$ cat src/logic/fault_confine_pkg.sv
/*
 * Constants and types shared by the fault confinement tracker:
 * register addresses, status bit positions, reset values, limits.
 * Assumes an 8-bit register address space and one 50 MHz clock.
 */
package fault_confine_pkg;

   // =====================================================================
   // register addresses
   localparam logic [7:0] TEC_ADDR    = 8'h1c;
   localparam logic [7:0] REC_ADDR    = 8'h1d;
   localparam logic [7:0] STATUS_ADDR = 8'h2d;

   // =====================================================================
   // fault status register bit positions
   localparam int ANY_WARN_BIT  = 0;
   localparam int RX_WARN_BIT   = 1;
   localparam int TX_WARN_BIT   = 2;
   localparam int RX_PASS_BIT   = 3;
   localparam int TX_PASS_BIT   = 4;
   localparam int BUS_OFF_BIT   = 5;
   localparam int OVF_ZERO_BIT  = 6;
   localparam int OVF_ONE_BIT   = 7;

   // =====================================================================
   // reset values
   localparam logic [7:0] TALLY_RESET  = 8'h00;
   localparam logic [7:0] STATUS_RESET = 8'h00;
   localparam logic [7:0] UNMAPPED_VAL = 8'h00;

   // =====================================================================
   // tally limits and steps
   localparam logic [8:0] WARN_LIMIT    = 9'h060;   // 96
   localparam logic [8:0] PASSIVE_LIMIT = 9'h080;   // 128
   localparam logic [8:0] BUS_OFF_LIMIT = 9'h0ff;   // 255
   localparam logic [8:0] ERR_STEP_BIG  = 9'h008;   // +8 events
   localparam logic [8:0] ERR_STEP_ONE  = 9'h001;   // +1 / -1 events
   localparam logic [8:0] REC_RESTART   = 9'h078;   // 120, in 119..127

   // =====================================================================
   // bus-off recovery sequence
   localparam int RUN_BITS  = 11;    // recessive bits per idle run
   localparam int RUN_COUNT = 128;   // idle runs needed

   // error mode of the node
   typedef enum logic [1:0] {
      ERR_ACTIVE,
      ERR_PASSIVE,
      BUS_OFF
   } err_mode_t;

endpackage

$ cat src/logic/can_error_state_tracker.sv
/*
 * Fault confinement tracker: transmit and receive fault tallies,
 * error-active / error-passive / bus-off mode, automatic bus-off
 * recovery and the fault status register, on a simple register port.
 * Assumes the protocol engine gives one-cycle event pulses on clk_i and
 * a bit tick with the sampled bus level; the host port is on clk_i.
 */
`timescale 1ns/10ps

// Function
// both tallies under 128 means error-active
// either tally at 128 or more: passive
// outbound tally above 255 enters bus-off, bit 5
// bus-off holds until 128 runs of 11 recessive
// recovery returns to active unaided, clears flag
// tallies readable at 1Ch and 1Dh, reset zero
// tallies follow standard CAN confinement steps
// any-warning flag while either tally reaches 96
// outbound and inbound warning flags, bits 2,1
// overflow flags set on full buffer, host clears
// status register readable at 2Dh, resets zero
// host wanting no auto-recovery handles it itself; here recovery is always automatic, with no host control
// outbound and inbound passive flags, bits 4,3
// bus-off node neither sends nor receives
module can_error_state_tracker (
   input  wire logic                     clk_i,
   input  wire logic                     sys_rst_i,
   // protocol engine events
   input  wire logic                     tx_error_i,
   input  wire logic                     tx_success_i,
   input  wire logic                     rx_error_i,
   input  wire logic                     rx_error_major_i,
   input  wire logic                     rx_success_i,
   input  wire logic                     bit_tick_i,
   input  wire logic                     bus_recessive_i,
   // receive buffer events
   input  wire logic                     buf0_msg_valid_i,
   input  wire logic                     buf1_msg_valid_i,
   input  wire logic                     buffer_zero_full_flag_i,
   input  wire logic                     buffer_one_full_flag_i,
   // host register port
   input  wire logic [7:0]               reg_addr_i,
   input  wire logic                     reg_rd_i,
   input  wire logic                     reg_wr_i,
   input  wire logic [7:0]               reg_wdata_i,
   output logic      [7:0]               reg_rdata_o,
   // mode towards the protocol engine
   output fault_confine_pkg::err_mode_t  err_mode_o,
   output logic                          node_enable_o
);
   import fault_confine_pkg::*;

   // =====================================================================
   // state
   err_mode_t   mode_q;
   err_mode_t   mode_d;
   logic [8:0]  tec_q;
   logic [8:0]  tec_d;
   logic [8:0]  rec_q;
   logic [8:0]  rec_d;
   logic        ovf_zero_q;
   logic        ovf_one_q;
   logic        recovered;
   logic        tx_warn;
   logic        rx_warn;
   logic        tx_pass;
   logic        rx_pass;
   logic [7:0]  status;
   logic        status_wr;

   // saturating add within 9 bits
   function automatic logic [8:0] sat_add(input logic [8:0] a,
                                          input logic [8:0] b);
      logic [9:0] s;
      s = {1'b0, a} + {1'b0, b};
      sat_add = s[9] ? 9'h1ff : s[8:0];
   endfunction

   // decrement that stops at zero
   function automatic logic [8:0] dec_floor(input logic [8:0] a);
      dec_floor = (a == 9'h000) ? 9'h000 : a - ERR_STEP_ONE;
   endfunction

   // =====================================================================
   // bus-off recovery sequence detector
   idle_run_counter #(
      .RUN_BITS  (RUN_BITS),
      .RUN_COUNT (RUN_COUNT)
   ) u_idle_runs (
      .clk_i       (clk_i),
      .sys_rst_i   (sys_rst_i),
      .arm_i       (mode_q == BUS_OFF),
      .bit_tick_i  (bit_tick_i),
      .recessive_i (bus_recessive_i),
      .done_o      (recovered)
   );

   // =====================================================================
   // next tally values; errors take priority over a success in the
   // same cycle, since a frame cannot both fail and pass
   always_comb begin
      tec_d = tec_q;
      rec_d = rec_q;
      if (mode_q == BUS_OFF) begin
         // frozen while off the bus; cleared when the sequence completes
         if (recovered) begin
            tec_d = 9'h000;
            rec_d = 9'h000;
         end
      end else begin
         if (tx_error_i) begin
            tec_d = sat_add(tec_q, ERR_STEP_BIG);
         end else if (tx_success_i) begin
            tec_d = dec_floor(tec_q);
         end
         if (rx_error_major_i) begin
            rec_d = sat_add(rec_q, ERR_STEP_BIG);
         end else if (rx_error_i) begin
            rec_d = sat_add(rec_q, ERR_STEP_ONE);
         end else if (rx_success_i) begin
            // a passive receiver drops back just under the limit
            rec_d = (rec_q >= PASSIVE_LIMIT) ? REC_RESTART
                                             : dec_floor(rec_q);
         end
         // the inbound tally is shown in 8 bits; hold it at the top
         if (rec_d > BUS_OFF_LIMIT) begin
            rec_d = BUS_OFF_LIMIT;
         end
      end
   end

   // tally registers
   always_ff @(posedge clk_i) begin
      if (sys_rst_i) begin
         tec_q <= {1'b0, TALLY_RESET};
         rec_q <= {1'b0, TALLY_RESET};
      end else begin
         tec_q <= tec_d;
         rec_q <= rec_d;
      end
   end

   // =====================================================================
   // error mode, from the next tally values so mode and tallies agree
   always_comb begin
      mode_d = mode_q;
      unique case (mode_q)
         ERR_ACTIVE, ERR_PASSIVE: begin
            if (tec_d > BUS_OFF_LIMIT) begin
               mode_d = BUS_OFF;
            end else if (tec_d >= PASSIVE_LIMIT ||
                         rec_d >= PASSIVE_LIMIT) begin
               mode_d = ERR_PASSIVE;
            end else begin
               mode_d = ERR_ACTIVE;
            end
         end
         BUS_OFF: begin
            // no host action is needed to leave bus-off
            if (recovered) begin
               mode_d = ERR_ACTIVE;
            end
         end
      endcase
   end

   always_ff @(posedge clk_i) begin
      if (sys_rst_i) begin
         mode_q <= ERR_ACTIVE;
      end else begin
         mode_q <= mode_d;
      end
   end

   assign err_mode_o    = mode_q;
   assign node_enable_o = (mode_q != BUS_OFF);

   // =====================================================================
   // overflow flags; a new overflow in the clearing cycle wins
   assign status_wr = reg_wr_i && (reg_addr_i == STATUS_ADDR);

   always_ff @(posedge clk_i) begin
      if (sys_rst_i) begin
         ovf_zero_q <= STATUS_RESET[OVF_ZERO_BIT];
         ovf_one_q  <= STATUS_RESET[OVF_ONE_BIT];
      end else begin
         if (buf0_msg_valid_i && buffer_zero_full_flag_i) begin
            ovf_zero_q <= 1'b1;
         end else if (status_wr && !reg_wdata_i[OVF_ZERO_BIT]) begin
            ovf_zero_q <= 1'b0;
         end
         if (buf1_msg_valid_i && buffer_one_full_flag_i) begin
            ovf_one_q <= 1'b1;
         end else if (status_wr && !reg_wdata_i[OVF_ONE_BIT]) begin
            ovf_one_q <= 1'b0;
         end
      end
   end

   // =====================================================================
   // live status flags derived from the tallies
   assign tx_warn = (tec_q >= WARN_LIMIT);
   assign rx_warn = (rec_q >= WARN_LIMIT);
   assign tx_pass = (tec_q >= PASSIVE_LIMIT);
   assign rx_pass = (rec_q >= PASSIVE_LIMIT);

   always_comb begin
      status               = STATUS_RESET;
      status[ANY_WARN_BIT] = tx_warn || rx_warn;
      status[RX_WARN_BIT]  = rx_warn;
      status[TX_WARN_BIT]  = tx_warn;
      status[RX_PASS_BIT]  = rx_pass;
      status[TX_PASS_BIT]  = tx_pass;
      status[BUS_OFF_BIT]  = (mode_q == BUS_OFF);
      status[OVF_ZERO_BIT] = ovf_zero_q;
      status[OVF_ONE_BIT]  = ovf_one_q;
   end

   // =====================================================================
   // read port: data one cycle after the strobe, held until next read
   always_ff @(posedge clk_i) begin
      if (sys_rst_i) begin
         reg_rdata_o <= UNMAPPED_VAL;
      end else if (reg_rd_i) begin
         unique case (reg_addr_i)
            TEC_ADDR:    reg_rdata_o <= tec_q[7:0];
            REC_ADDR:    reg_rdata_o <= rec_q[7:0];
            STATUS_ADDR: reg_rdata_o <= status;
            default:     reg_rdata_o <= UNMAPPED_VAL;
         endcase
      end
   end

   // =====================================================================
   // checks
   active_mode_a: assert property (@(posedge clk_i)
      disable iff (sys_rst_i)
      (mode_q != BUS_OFF && tec_q < PASSIVE_LIMIT && rec_q < PASSIVE_LIMIT)
      |-> mode_q == ERR_ACTIVE)
      else $error("node not error-active with low tallies");

   passive_mode_a: assert property (@(posedge clk_i)
      disable iff (sys_rst_i)
      (mode_q != BUS_OFF && (tec_q >= PASSIVE_LIMIT || rec_q >= PASSIVE_LIMIT))
      |-> mode_q == ERR_PASSIVE)
      else $error("node not error-passive with a high tally");

   bus_off_entry_a: assert property (@(posedge clk_i)
      disable iff (sys_rst_i)
      (mode_q != BUS_OFF && tx_error_i && tec_q > 9'h0f7)
      |=> mode_q == BUS_OFF && status[BUS_OFF_BIT])
      else $error("outbound overflow did not enter bus-off");

   bus_off_hold_a: assert property (@(posedge clk_i)
      disable iff (sys_rst_i)
      (mode_q == BUS_OFF && !recovered) |=> mode_q == BUS_OFF)
      else $error("bus-off left before the recovery sequence");

   recovery_exit_a: assert property (@(posedge clk_i)
      disable iff (sys_rst_i)
      (mode_q == BUS_OFF && recovered)
      |=> mode_q == ERR_ACTIVE && tec_q == 9'h000 && !status[BUS_OFF_BIT])
      else $error("recovery did not return to error-active");

   tally_read_a: assert property (@(posedge clk_i)
      disable iff (sys_rst_i)
      (reg_rd_i && reg_addr_i == TEC_ADDR)
      |=> reg_rdata_o == $past(tec_q[7:0]))
      else $error("outbound tally read returned wrong value");

   tx_step_a: assert property (@(posedge clk_i) disable iff (sys_rst_i)
      (mode_q != BUS_OFF && tx_error_i && tec_q < 9'h0f8)
      |=> tec_q == $past(tec_q) + ERR_STEP_BIG)
      else $error("outbound tally did not step by eight");

   rx_step_a: assert property (@(posedge clk_i) disable iff (sys_rst_i)
      (mode_q != BUS_OFF && rx_error_i && !rx_error_major_i && rec_q < 9'h0ff)
      |=> rec_q == $past(rec_q) + ERR_STEP_ONE)
      else $error("inbound tally did not step by one");

   warn_flag_a: assert property (@(posedge clk_i)
      disable iff (sys_rst_i)
      (mode_q != BUS_OFF && tx_error_i && tec_q >= WARN_LIMIT - ERR_STEP_BIG)
      |=> status[ANY_WARN_BIT])
      else $error("any-warning flag wrong");

   warn_split_a: assert property (@(posedge clk_i)
      disable iff (sys_rst_i)
      (mode_q != BUS_OFF && rx_error_major_i &&
       rec_q >= WARN_LIMIT - ERR_STEP_BIG)
      |=> status[RX_WARN_BIT] && status[ANY_WARN_BIT])
      else $error("inbound warning flags not raised");

   overflow_set_a: assert property (@(posedge clk_i)
      disable iff (sys_rst_i)
      (buf1_msg_valid_i && buffer_one_full_flag_i) |=> status[OVF_ONE_BIT])
      else $error("buffer one overflow not flagged");

   status_read_a: assert property (@(posedge clk_i)
      disable iff (sys_rst_i)
      (reg_rd_i && reg_addr_i == STATUS_ADDR)
      |=> reg_rdata_o == $past(status))
      else $error("status read returned wrong value");

   passive_flag_a: assert property (@(posedge clk_i)
      disable iff (sys_rst_i)
      (mode_q != BUS_OFF && rx_error_major_i &&
       rec_q >= PASSIVE_LIMIT - ERR_STEP_BIG) |=> status[RX_PASS_BIT])
      else $error("inbound passive flag not raised");

   silent_off_a: assert property (@(posedge clk_i)
      disable iff (sys_rst_i)
      (mode_q == BUS_OFF && !recovered)
      |=> !node_enable_o && $stable(tec_q) && $stable(rec_q))
      else $error("bus-off node still active");

endmodule

$ cat src/logic/idle_run_counter.sv
/*
 * Counts runs of consecutive recessive bits while the node is bus-off
 * and pulses done_o when enough runs have been seen.
 * Assumes bit_tick_i is a one-cycle enable per sampled bus bit and
 * recessive_i is the sampled level, both from logic on clk_i.
 */
`timescale 1ns/10ps
module idle_run_counter #(
   parameter int RUN_BITS  = fault_confine_pkg::RUN_BITS,
   parameter int RUN_COUNT = fault_confine_pkg::RUN_COUNT
) (
   input  wire logic clk_i,
   input  wire logic sys_rst_i,
   input  wire logic arm_i,
   input  wire logic bit_tick_i,
   input  wire logic recessive_i,
   output logic      done_o
);
   import fault_confine_pkg::*;

   localparam int BW = $clog2(RUN_BITS + 1);
   localparam int RW = $clog2(RUN_COUNT + 1);
   localparam logic [BW-1:0] BITS_LAST = BW'(RUN_BITS - 1);
   localparam logic [RW-1:0] RUNS_LAST = RW'(RUN_COUNT - 1);

   logic [BW-1:0] bit_cnt_q;
   logic [RW-1:0] run_cnt_q;
   logic          run_end;

   assign run_end = bit_tick_i && recessive_i && (bit_cnt_q == BITS_LAST);

   // =====================================================================
   // recessive bit run length; a dominant bit restarts the run
   always_ff @(posedge clk_i) begin
      if (sys_rst_i || !arm_i) begin
         bit_cnt_q <= '0;
      end else if (bit_tick_i) begin
         if (!recessive_i || run_end) begin
            bit_cnt_q <= '0;
         end else begin
            bit_cnt_q <= bit_cnt_q + BW'(1);
         end
      end
   end

   // number of completed idle runs; done pulses on the last one
   always_ff @(posedge clk_i) begin
      if (sys_rst_i || !arm_i) begin
         run_cnt_q <= '0;
         done_o    <= 1'b0;
      end else begin
         done_o <= run_end && (run_cnt_q == RUNS_LAST);
         if (run_end) begin
            run_cnt_q <= (run_cnt_q == RUNS_LAST) ? '0 : run_cnt_q + RW'(1);
         end
      end
   end

   // done only follows the closing bit of the last run
   run_done_a: assert property (@(posedge clk_i) disable iff (sys_rst_i)
      done_o |-> $past(run_cnt_q) == RUNS_LAST && $past(bit_tick_i))
      else $error("recovery done without a full idle sequence");

endmodule

$ cat config.mk
export PLATFORM = sky130hd
export DESIGN_NAME = can_error_state_tracker
export DESIGN_NICKNAME = d
export VERILOG_FILES = /design/src/logic/fault_confine_pkg.sv /design/src/logic/can_error_state_tracker.sv /design/src/logic/idle_run_counter.sv
export SDC_FILE = /design/constraint.sdc
export NUM_CORES = 1
export LEC_CHECK = 0
export ABC_AREA = 1
export ABC_CLOCK_PERIOD_IN_PS = 1500
export BUFFER_PORTS_ARGS = -buffer_cell sky130_fd_sc_hd__buf_2
export CORE_MARGIN = 2
export CORE_UTILIZATION = 45
export CTS_CLUSTER_DIAMETER = 120
export CTS_CLUSTER_SIZE = 20
export DETAILED_ROUTE_END_ITERATION = 8
export PLACE_DENSITY = 0.78
export SETUP_SLACK_MARGIN = 0.1
export SLEW_MARGIN = 10
export SYNTH_ARGS = -nofsm -noshare
export SYNTH_HDL_FRONTEND = slang
export SYNTH_SLANG_ARGS = --single-unit
$ cat constraint.sdc
create_clock -name clk_i -period 1.5 [get_ports clk_i]
set_input_delay 0.075 -clock clk_i [delete_from_list [all_inputs] [get_ports clk_i]]
set_output_delay 0.075 -clock clk_i [all_outputs]
set_load 0.01 [all_outputs]
# Word level (Yosys, flattened, before mapping)

Cells that the tools add are included.

Register bits after elaboration: 43
Latch bits: 0
RAM bits: 0
ROM bits: 0
Bits of input ports: 31
Output and inout port bits: 11
Logic and storage cells: 83
Memories kept: 0

$add $sub $neg: 7
Multiply operators: 0
Div/mod/pow operators: 0
$lt $le $gt $ge: 8
Equality and inequality tests: 9
Shift operators: 0
Mux-type cells: 28
Bitwise logic cells: 0
Reductions and logical operators: 22

Operator list:

| operator               | count |
|---|---|
| $mux W9                | 17 |
| $ge A9 B8 Y1 const B   | 4 |
| $pmux W8 S3            | 1 |
| $add A9 B4 Y10 const B | 2 |
| $ge A9 B7 Y1 const B   | 2 |
| $gt A9 B8 Y1 const B   | 2 |
| $logic_not A9 Y1       | 2 |
| $sub A9 B1 Y9 const B  | 2 |
| $eq A8 B5 Y1 const B   | 2 |
| $add A9 B1 Y10 const B | 1 |
| $add A8 B1 Y8 const B  | 1 |
| $eq A8 B6 Y1 const B   | 1 |
| $eq A8 B7 Y1 const B   | 1 |
| $logic_and A1 B1 Y1    | 8 |
| $mux W8                | 1 |
| $mux W1                | 5 |
| $add A4 B1 Y4 const B  | 1 |
| $eq A4 B4 Y1 const B   | 1 |
| $logic_not A1 Y1       | 4 |
| $logic_or A1 B1 Y1     | 4 |
| $mux W2                | 2 |
| $mux W4                | 1 |
| $ne A2 B2 Y1 const B   | 2 |
| $pmux W2 S2            | 1 |
| 5 further kinds        | 6 |

# Longest topological paths before layout

Gate-level depths: netlist (run 1).

Depth after elaboration: 15
Depth in mapped cells: 15
Depth with buffers taken out: 15

# Hierarchy

Synthesis (run 1) repeated with hierarchy kept, for this count alone.

Cells, all modules: 483
Area, all modules: 3056.7 µm²

By module, submodules not included:

| module                  | times used | cells an instance | area an instance (µm²) | seq. area each (µm²) |
|---|---|---|---|---|
| can_error_state_tracker | 1          | 390               | 2387.3                 | 600.6 |
| idle_run_counter        | 1          | 93                | 669.4                  | 260.2 |

# Worst setup path after synthesis (run 1)

OpenSTA, ideal clock, no wires.

Kind: register -> register
Start: reg tec_q[0]
End: reg mode_q[0], in the netlist err_mode_o[0]
Setup time: 0.109 ns
Arrival: 1.492 ns
Required time: 1.391 ns
Path slack: -0.101 ns
Stages on the path, launching flop included: 14
Path buffers: 0
Period minus slack after synthesis: 1.601 ns
Cell sequence: dfxtp_1 -> inv_1 -> ha_1 -> nand2_1 -> nor2_2 -> nand4_1 -> nand3_1 -> nand2_1 -> nand2_1 -> o21ai_0 -> nor2_1 -> nand3_2 -> nand2_1 -> inv_1

Cells in the longest elaborated chain, start to end: 10
Elaborated cells on any way between the ends: 15
Classes of those cells: 2 x add/sub; 2 x order compare; 9 x mux; 2 x reduce/logical

Ends and longest elaborated chain:

| item                                                     | RTL line                       | RTL |
|---|---|---|
| from (decl)                                              | can_error_state_tracker.sv:57  | `logic [8:0] tec_q;` |
| from (signal assigned)                                   | can_error_state_tracker.sv:135 | `tec_q <= {1'b0, TALLY_RESET};` |
| from (signal assigned)                                   | can_error_state_tracker.sv:138 | `tec_q <= tec_d;` |
| $sub A9 B1 Y9 / $logic_not A9 Y1 (equally long branches) | can_error_state_tracker.sv:81  | `dec_floor = (a == 9'h000) ? 9'h000 : a - ERR_STEP_ONE;` |
| $mux W9                                                  | can_error_state_tracker.sv:81  |  |
| $mux W9                                                  | can_error_state_tracker.sv:113 | `end else if (tx_success_i) begin` |
| $mux W9                                                  | can_error_state_tracker.sv:111 | `if (tx_error_i) begin` |
| $mux W9 (*)                                              | can_error_state_tracker.sv:104 | `if (mode_q == BUS_OFF) begin` |
| $ge A9 B8 Y1                                             | can_error_state_tracker.sv:151 | `end else if (tec_d >= PASSIVE_LIMIT \|\|` |
| $logic_or A1 B1 Y1                                       | can_error_state_tracker.sv:151 |  |
| $mux W1                                                  | can_error_state_tracker.sv:151 |  |
| $mux W2 (*)                                              | can_error_state_tracker.sv:149 | `if (tec_d > BUS_OFF_LIMIT) begin` |
| $pmux W2 S2 (*)                                          | can_error_state_tracker.sv:147 | `unique case (mode_q)` |
| to (signal assigned)                                     | can_error_state_tracker.sv:171 | `mode_q <= mode_d;` |
| to (decl)                                                | can_error_state_tracker.sv:55  | `err_mode_t mode_q;` |

Mark *: on every way between the ends. The rest lies on a longest branch, timed or not.
A chain may end at the register's enable or synchronous reset.

# Final worst setup path (run 1)

Start: reg tec_q[0]
End: reg tec_q[4]

Cells in the longest elaborated chain, start to end: 5
Elaborated cells on any way between the ends: 8
Classes of those cells: 2 x add/sub; 5 x mux; 1 x reduce/logical

Ends and longest elaborated chain:

| item                                                     | RTL line |
|---|---|
| $sub A9 B1 Y9 / $logic_not A9 Y1 (equally long branches) | can_error_state_tracker.sv:81 |
| $mux W9                                                  | can_error_state_tracker.sv:81 |
| $mux W9                                                  | can_error_state_tracker.sv:113 |
| $mux W9 (*)                                              | can_error_state_tracker.sv:111 |
| $mux W9 (*)                                              | can_error_state_tracker.sv:104 |

Marks and branches as above.

==> results.ini, run 1 <==
[outcome]
status=finished with violations
violations=negative setup slack

[final_layout]
multi_input_area_sq_mm=0.00233
diodes=0
fillers=552
post-route-util_pct=68.9
drive_above_1_share_pct=40.3
seq_area_sq_um=903
area_growth_pct=48.7
fin_nets=681

[sta]
slew_headroom_pct=73.4
hold_violations=0
rsz0062_at_grt=true
final_max_slew_viol_count=0
skew_ns=0.0150
max_clock_freq_ghz=0.589
worst_pin_slew_ns=0.399
setup_viol=18
finalWorstSetupSlack_ns=-0.198
tns_ns=-1.92
whs_ns=0.00442
period_needed_ns=1.70
final.period_utilization_pct=113

[global_routing]
grt_max_degree=18
grt_pass1_wl_mm=16.7
grt_overflow_total=0
antenna_found_initial=0
track_usage_pct=27.7
grt_pass1_vias=3644

[yosys]
synth-seq-cells=43
netlist_area_sq_mm=0.00313
syn_inst=508
synth_cell_type_count=40
yosys_warnings=0
avgSynthCellArea_sq_um=6.17
syn_nets=550
ys_seq_area_share_pct=27.5

[clock_tree]
numCtsBuffers=5
tritoncts=built
cts.sinks=43
clk_latency_ns=0.31
clk_pin_slew_worst_paths_ns=0.09
clockBufferDepth=2
root_buffer=clkbuf_8
h-tree-depth=2

[critical_path]
cp_max_fo=6
path_class=flop to flop
critPathArrivalTime_ns=1.94
startpoint_type=flop
critPathCaptureType=flop
crit_required_ns=1.74

[power]
leakagePower_uw=0.00214
power.density_mw_per_mm2=692
max-vdd-ir-drop_v=0.000431

[drt]
vias=4005
drc=0
vias_per_cell=5.56
first_pass_iters=5
ant_nets=0
wirelength_mm=11.6
avgRoutedWirePerCell_um=16.1
drt-initial-drc-count=255

[floorplan]
num_io_pins=42
std_cell_rows=30
die_h_um=87.4
die_w_um=87.4
initial_core_util_pct=46.4
core_area_sq_mm=0.00676
dieArea_sq_mm=0.00765

[job]
drv_cap=0

[min_path]
min_path_type=primary input to flop

[placement]
gp_congestion=1.01
hpwl_mm=7.60
port_buffers=35

synth_stat cells:
cell | count | area share [%]
a21o_1 | 1 | 0.24
a21oi_1 | 40 | 6.4
a21oi_2 | 1 | 0.28
a31oi_1 | 3 | 0.60
and3_1 | 1 | 0.20
buf_2 | 2 | 0.32
buf_4 | 1 | 0.24
buf_6 | 3 | 1.1
clkbuf_1 | 6 | 0.72
clkinv_1 | 1 | 0.12
dfxtp_1 | 43 | 27
ha_1 | 11 | 4.4
inv_1 | 54 | 6.5
inv_2 | 4 | 0.48
nand2_1 | 154 | 18
nand2_2 | 4 | 0.80
nand2_4 | 2 | 0.72
nand3_1 | 26 | 4.2
nand3_2 | 4 | 1.3
nand3b_1 | 1 | 0.24
nand4_1 | 8 | 1.6
nor2_1 | 55 | 6.6
nor2_2 | 5 | 1.0
nor2_4 | 2 | 0.72
nor3_1 | 9 | 1.4
nor3b_1 | 2 | 0.48
nor4_1 | 2 | 0.40
nor4_2 | 1 | 0.40
o211ai_1 | 5 | 1.2
o21a_1 | 1 | 0.24
o21ai_0 | 28 | 4.5
o21ai_1 | 1 | 0.16
o21ai_2 | 1 | 0.28
o21bai_1 | 1 | 0.24
o221ai_1 | 3 | 0.84
o22ai_1 | 5 | 1.0
o311ai_0 | 1 | 0.28
o31ai_1 | 1 | 0.24
or2_2 | 5 | 1.0
xor2_1 | 10 | 2.8
layout by cell type (no fill, tap or decap), types with 2 or more instances in the layout:
cell | netlist | layout
nor2_4 | 2 | 10
ha_4 | 0 | 7
o221ai_1 | 3 | 3
o21ai_2 | 1 | 5
buf_6 | 3 | 7
ha_1 | 11 | 3
dfxtp_2 | 0 | 10
nor3_1 | 9 | 6
or2_2 | 5 | 4
clkbuf_8 | 0 | 5
buf_4 | 1 | 93
nor2_1 | 55 | 40
inv_1 | 54 | 39
inv_2 | 4 | 13
o211ai_1 | 5 | 5
a21oi_2 | 1 | 7
xor2_1 | 10 | 10
nor3_4 | 0 | 2
nor2_2 | 5 | 12
dfxtp_1 | 43 | 25
nand2_2 | 4 | 6
o22ai_1 | 5 | 5
a31oi_1 | 3 | 3
dfxtp_4 | 0 | 8
nand4_1 | 8 | 8
a21oi_1 | 40 | 33
nand3_2 | 4 | 7
nand3_1 | 26 | 20
nand2_4 | 2 | 6
inv_4 | 0 | 6
buf_2 | 2 | 35
nor3b_1 | 2 | 2
nand3_4 | 0 | 3
nand2_1 | 154 | 148
o21ai_0 | 28 | 19
o21ai_1 | 1 | 6
stage by stage:
stage | setup slack (ns) | area [sq um] | total power, uW | cells
2_1_floorplan | 0.0170 | 3220 | 1790 | 508
3_3_place_gp | -0.243 | 4010 | 2160 | 688
3_5_place_dp | -0.222 | 4010 | 2170 | 688
4_1_cts | -0.137 | 4390 | 3110 | 712
5_1_grt | -0.275 | 4660 | 3370 | 720
6_report | -0.198 | 4660 | 3220 | 720
metal layers:
layer / GRT usage, % / vias to the layer above / wire length [um]
met4: 12.7 / 0 / 474
met1: 33.2 / 1808 / 4560
met5: 0 / - / 0
li1: - / 1922 / -
met2: 48.8 / 212 / 5830
met3: 3.60 / 63 / 699
worst paths after layout:
check,startpoint,endpoint,slack (ns),depth (start not counted)
worst max register to register,tec_q[0],tec_q[4],-0.20,12
worst max-delay path,tec_q[0],tec_q[4],-0.20,12
worst min register to register,reg_rdata_o[5],reg_rdata_o[5],0.47,2
worst min-delay path,buffer_one_full_flag_i,ovf_one_q,0.004,3
cell type report:
class	instances	area share [%]
Multi-Input combinational cell	394	50.1
Timing Repair Buffer	136	20.9
Sequential cell	43	19.4
Inverter	59	5.18
Tap cell	80	2.15
Clock buffer	6	2.01
Clock inverter	2	0.295
timing repair:
| action | CTS | global route |
|---|---|---|
| pin swaps | 17 | 37 |
| resized for setup | 55 | 60 |
| buffers inserted | 16 | 10 |
| endpoints found under the setup margin | 25 | 31 |
| hold buffers | 0 | 0 |
state kept, by name (all words and copies together) (netlist names):
name	flops
ovf_one_q	1
u_idle_runs.bit_cnt_q	4
tec_q	9
u_idle_runs.done_o	1
reg_rdata_o	8
rec_q	9
err_mode_o	2
ovf_zero_q	1
u_idle_runs.run_cnt_q	8
logic make-up after synthesis:
group | after synthesis | synth area share (%)
AOI/OAI and AO/OA | 92 | 16.5
xor gates and xnor gates | 10 | 2.80
adders and majority gates | 11 | 4.39
buffers and inverters | 71 | 9.42
DFF | 43 | 27.5
and+or+nand+nor | 281 | 39.5
power by group:
| group | total, uW | switching [uW] | internal, uW |
|---|---|---|---|
| clock network | 874 | 444 | 430 |
| registers | 1290 | 96.0 | 1200 |
| logic | 1060 | 571 | 487 |
| total | 3220 | 1110 | 2110 |
critical path: stages (launching register included):
cell,delay (ns)
dfxtp_2,0.34
inv_4,0.08
ha_4,0.15
nand2_4,0.05
nor2_4,0.19
buf_4,0.15
nand3_4,0.07
buf_6,0.13
nand2_1,0.05
nand2_1,0.07
a21oi_1,0.19
nor2_1,0.08
nor2_1,0.09
Power figures use the tool's default switching activity.
==> run 2, diff against run 1 <==
- BUFFER_PORTS_ARGS: -buffer_cell sky130_fd_sc_hd__buf_2 -> default
- CORE_MARGIN: 2 -> default
- DONT_BUFFER_PORTS: default -> 1
- PLACE_DENSITY: 0.78 -> 0.73
==> run 2 against run 1 <==
Compared with the run above:
- the flow finishes with violations (negative hold slack, negative setup slack)
- clock power decreased by 9.7%
- final cell count decreased by 5.6%
- clock skew about the same
- register-to-register slack got worse by 0.04 ns
- critical path depth decreased by 1
- setup slack got worse by 0.036 ns
- sequential power about the same
- global-route usage decreased by 0.33 points
- sequential cell count unchanged
- sequential share of layout area increased by 0.68 points
- critical path type unchanged
- largest power group unchanged
- highest routed layer unchanged
==> results.ini, run 2 (synthesis results as in run 1) <==
[placement]
hpwl_mm=6.96  ; -8.4%
placed_cell_area_sq_mm=0.00380  ; -5.3%
detailedPlace.worstSlack_ns=-0.130  ; +0.0914 ns
port_buffers=0  ; -100%
gp_congestion=0.938  ; -6.9%

[clock_tree]
tritoncts=built
clk_pin_slew_worst_paths_ns=0.10  ; about the same
clockBufferDepth=2  ; unchanged
clk_latency_ns=0.31  ; about the same
cts.sinks=43  ; unchanged
root_buffer=clkbuf_8
numCtsBuffers=5  ; unchanged
h-tree-depth=2  ; unchanged

[floorplan]
num_io_pins=42  ; unchanged
dieArea_sq_mm=0.00730  ; -4.5%
std_cell_rows=30  ; unchanged
initial_core_util_pct=46.4  ; unchanged
die_w_um=85.4  ; -2.3%
die_h_um=85.4  ; -2.3%
core_area_sq_mm=0.00676  ; unchanged

[sta]
skew_ns=0.0152  ; +0.000157 ns
slew_headroom_pct=79.2  ; +5.8 points
final_max_slew_viol_count=0  ; unchanged
hold_violations=1  ; +1
setup_viol=19  ; +1
period_needed_ns=1.73  ; +0.0357 ns
worst_pin_slew_ns=0.312  ; -0.0870 ns
final.period_utilization_pct=116  ; +2.4 points
rsz0062_at_grt=true
whs_ns=-0.0260  ; -0.0304 ns
finalWorstSetupSlack_ns=-0.234  ; -0.0357 ns
max_clock_freq_ghz=0.577  ; -2.1%

[critical_path]
rr_worst_depth=11  ; -1
crit_path_frequent_cell=buf_6
slowest_stage=dfxtp_2
startpoint_type=flop
crit_required_ns=1.70  ; -0.04 ns
path_buf_inv=3  ; unchanged
cp.depth=11  ; -1
r2r_end=tec_q[2]
max_stage_delay_ns=0.35  ; about the same
cp_max_fo=6  ; unchanged
endpoint=tec_q[2]
path_delay_family=simple AND/OR/NAND/NOR gates
r2r_start=tec_q[1]
critPathArrivalTime_ns=1.93  ; about the same
path_class=flop to flop
cp-startpoint=tec_q[1]
reg2reg_slack_ns=-0.23  ; -0.04 ns
path_cells=inv_4 -> ha_4 -> nand2_4 -> nor2_4 -> buf_6 -> buf_6 -> nand4_1 -> a31oi_1 -> a21oi_2 -> nand2_1 -> a21oi_1
critPathCaptureType=flop

[power]
share_comb_of_total_power_pct=33.5  ; +0.7 points
power.switching_uw=1090  ; -1.6%
power.share.switching_pct=35.1  ; +0.63 points
leakagePower_uw=0.00196  ; -8.2%
total_power_uw=3120  ; -3.4%
clock_power_share_pct=25.3  ; -1.8 points
power.density_mw_per_mm2=690  ; -0.27%
pwr-share-seq_pct=41.2  ; +1.1 points
p_int_uw=2020  ; -4.3%
max-vdd-ir-drop_v=0.000361  ; -16%

[final_layout]
area_growth_pct=44.0
fillers=545  ; -1.3%
fin_nets=641  ; -5.9%
drive_above_1_share_pct=37.0  ; -3.3 points
mostFrequentLayoutCells=nand2_1 (143), buf_4 (77), inv_1 (41)
post-route-util_pct=66.8  ; -2.1 points
top_regs=rec_q: 9 flops, tec_q: 9 flops
layout_commonest_cell=nand2_1
stdcell_area_sq_mm=0.00451  ; -3.1%
diodes=0  ; unchanged

[drt]
ant_nets=0  ; unchanged
avgRoutedWirePerCell_um=15.8  ; -1.6%
first_pass_iters=5  ; unchanged
drt-initial-drc-count=210  ; -18%
vias_per_cell=5.56  ; -0.12%
drc=0  ; unchanged
vias=3778  ; -5.7%
wirelength_mm=10.7  ; -7.1%

[global_routing]
antenna_found_initial=0  ; unchanged
track_usage_pct=27.4  ; -0.33 points
grt_max_degree=31  ; +13
grt_overflow_total=0  ; unchanged
grt_pass1_wl_mm=15.9  ; -4.7%
grt_pass1_vias=3509  ; -3.7%

[job]
drv_cap=0  ; unchanged

[outcome]
violations=negative hold slack, negative setup slack
status=finished with violations

[min_path]
min_path_type=primary input to flop

run 2: final cells by class:
type                            instances  area (sq um)  share of cell area (%)
Multi-Input combinational cell        394          2380                    52.6
Tap cell                               80           100                    2.22
Sequential cell                        43           906                    20.1
Timing Repair Buffer                   96           800                    17.7
Clock inverter                          3          25.0                   0.554
Inverter                               59           238                    5.27
Clock buffer                            5          68.8                    1.52
run 2: power groups by stage:
stage	logic [uW]	registers (uW)	clock network, uW
final	1040	1280	789
after global routing	1130	1290	854
after CTS	890	1280	803
after detailed placement	797	1290	0
after global placement	790	1290	0
after floorplan	523	1270	0
run 2: metal layers:
metal	share of wire (%)	GRT usage, %
met2	51	49.7
met3	5.4	4.96
met1	40	32.0
met5	0	0
met4	3.0	10.0
run 2: how the worst min path moves through the flow:
stage               cells after the start                   start   endpoint  slack [ns]
global placement                        1               sys_rst_i   rec_q[1]        0.14
CTS                                     1               sys_rst_i   tec_q[3]       -0.20
floorplan                               2  buffer_one_full_flag_i  ovf_one_q        0.22
finish                                  2          reg_wdata_i[7]  ovf_one_q       -0.03
detailed placement                      1               sys_rst_i   tec_q[3]        0.14
global route                            2               sys_rst_i   rec_q[0]       0.003
run 2: stage by stage:
stage               TNS (ns)  std cells
floorplan                  0        508
global placement      -0.758        648
detailed placement     -1.17        648
CTS                   -0.739        668
global route           -3.49        680
finish                 -1.91        680
run 2: what timing repair did:
action                                  CTS  global route
buffers inserted                         10             7
hold buffers                              2             7
pin swaps                                33            34
resized for setup                        67            60
endpoints found under the setup margin   27            30
endpoints found under the hold margin    33            28
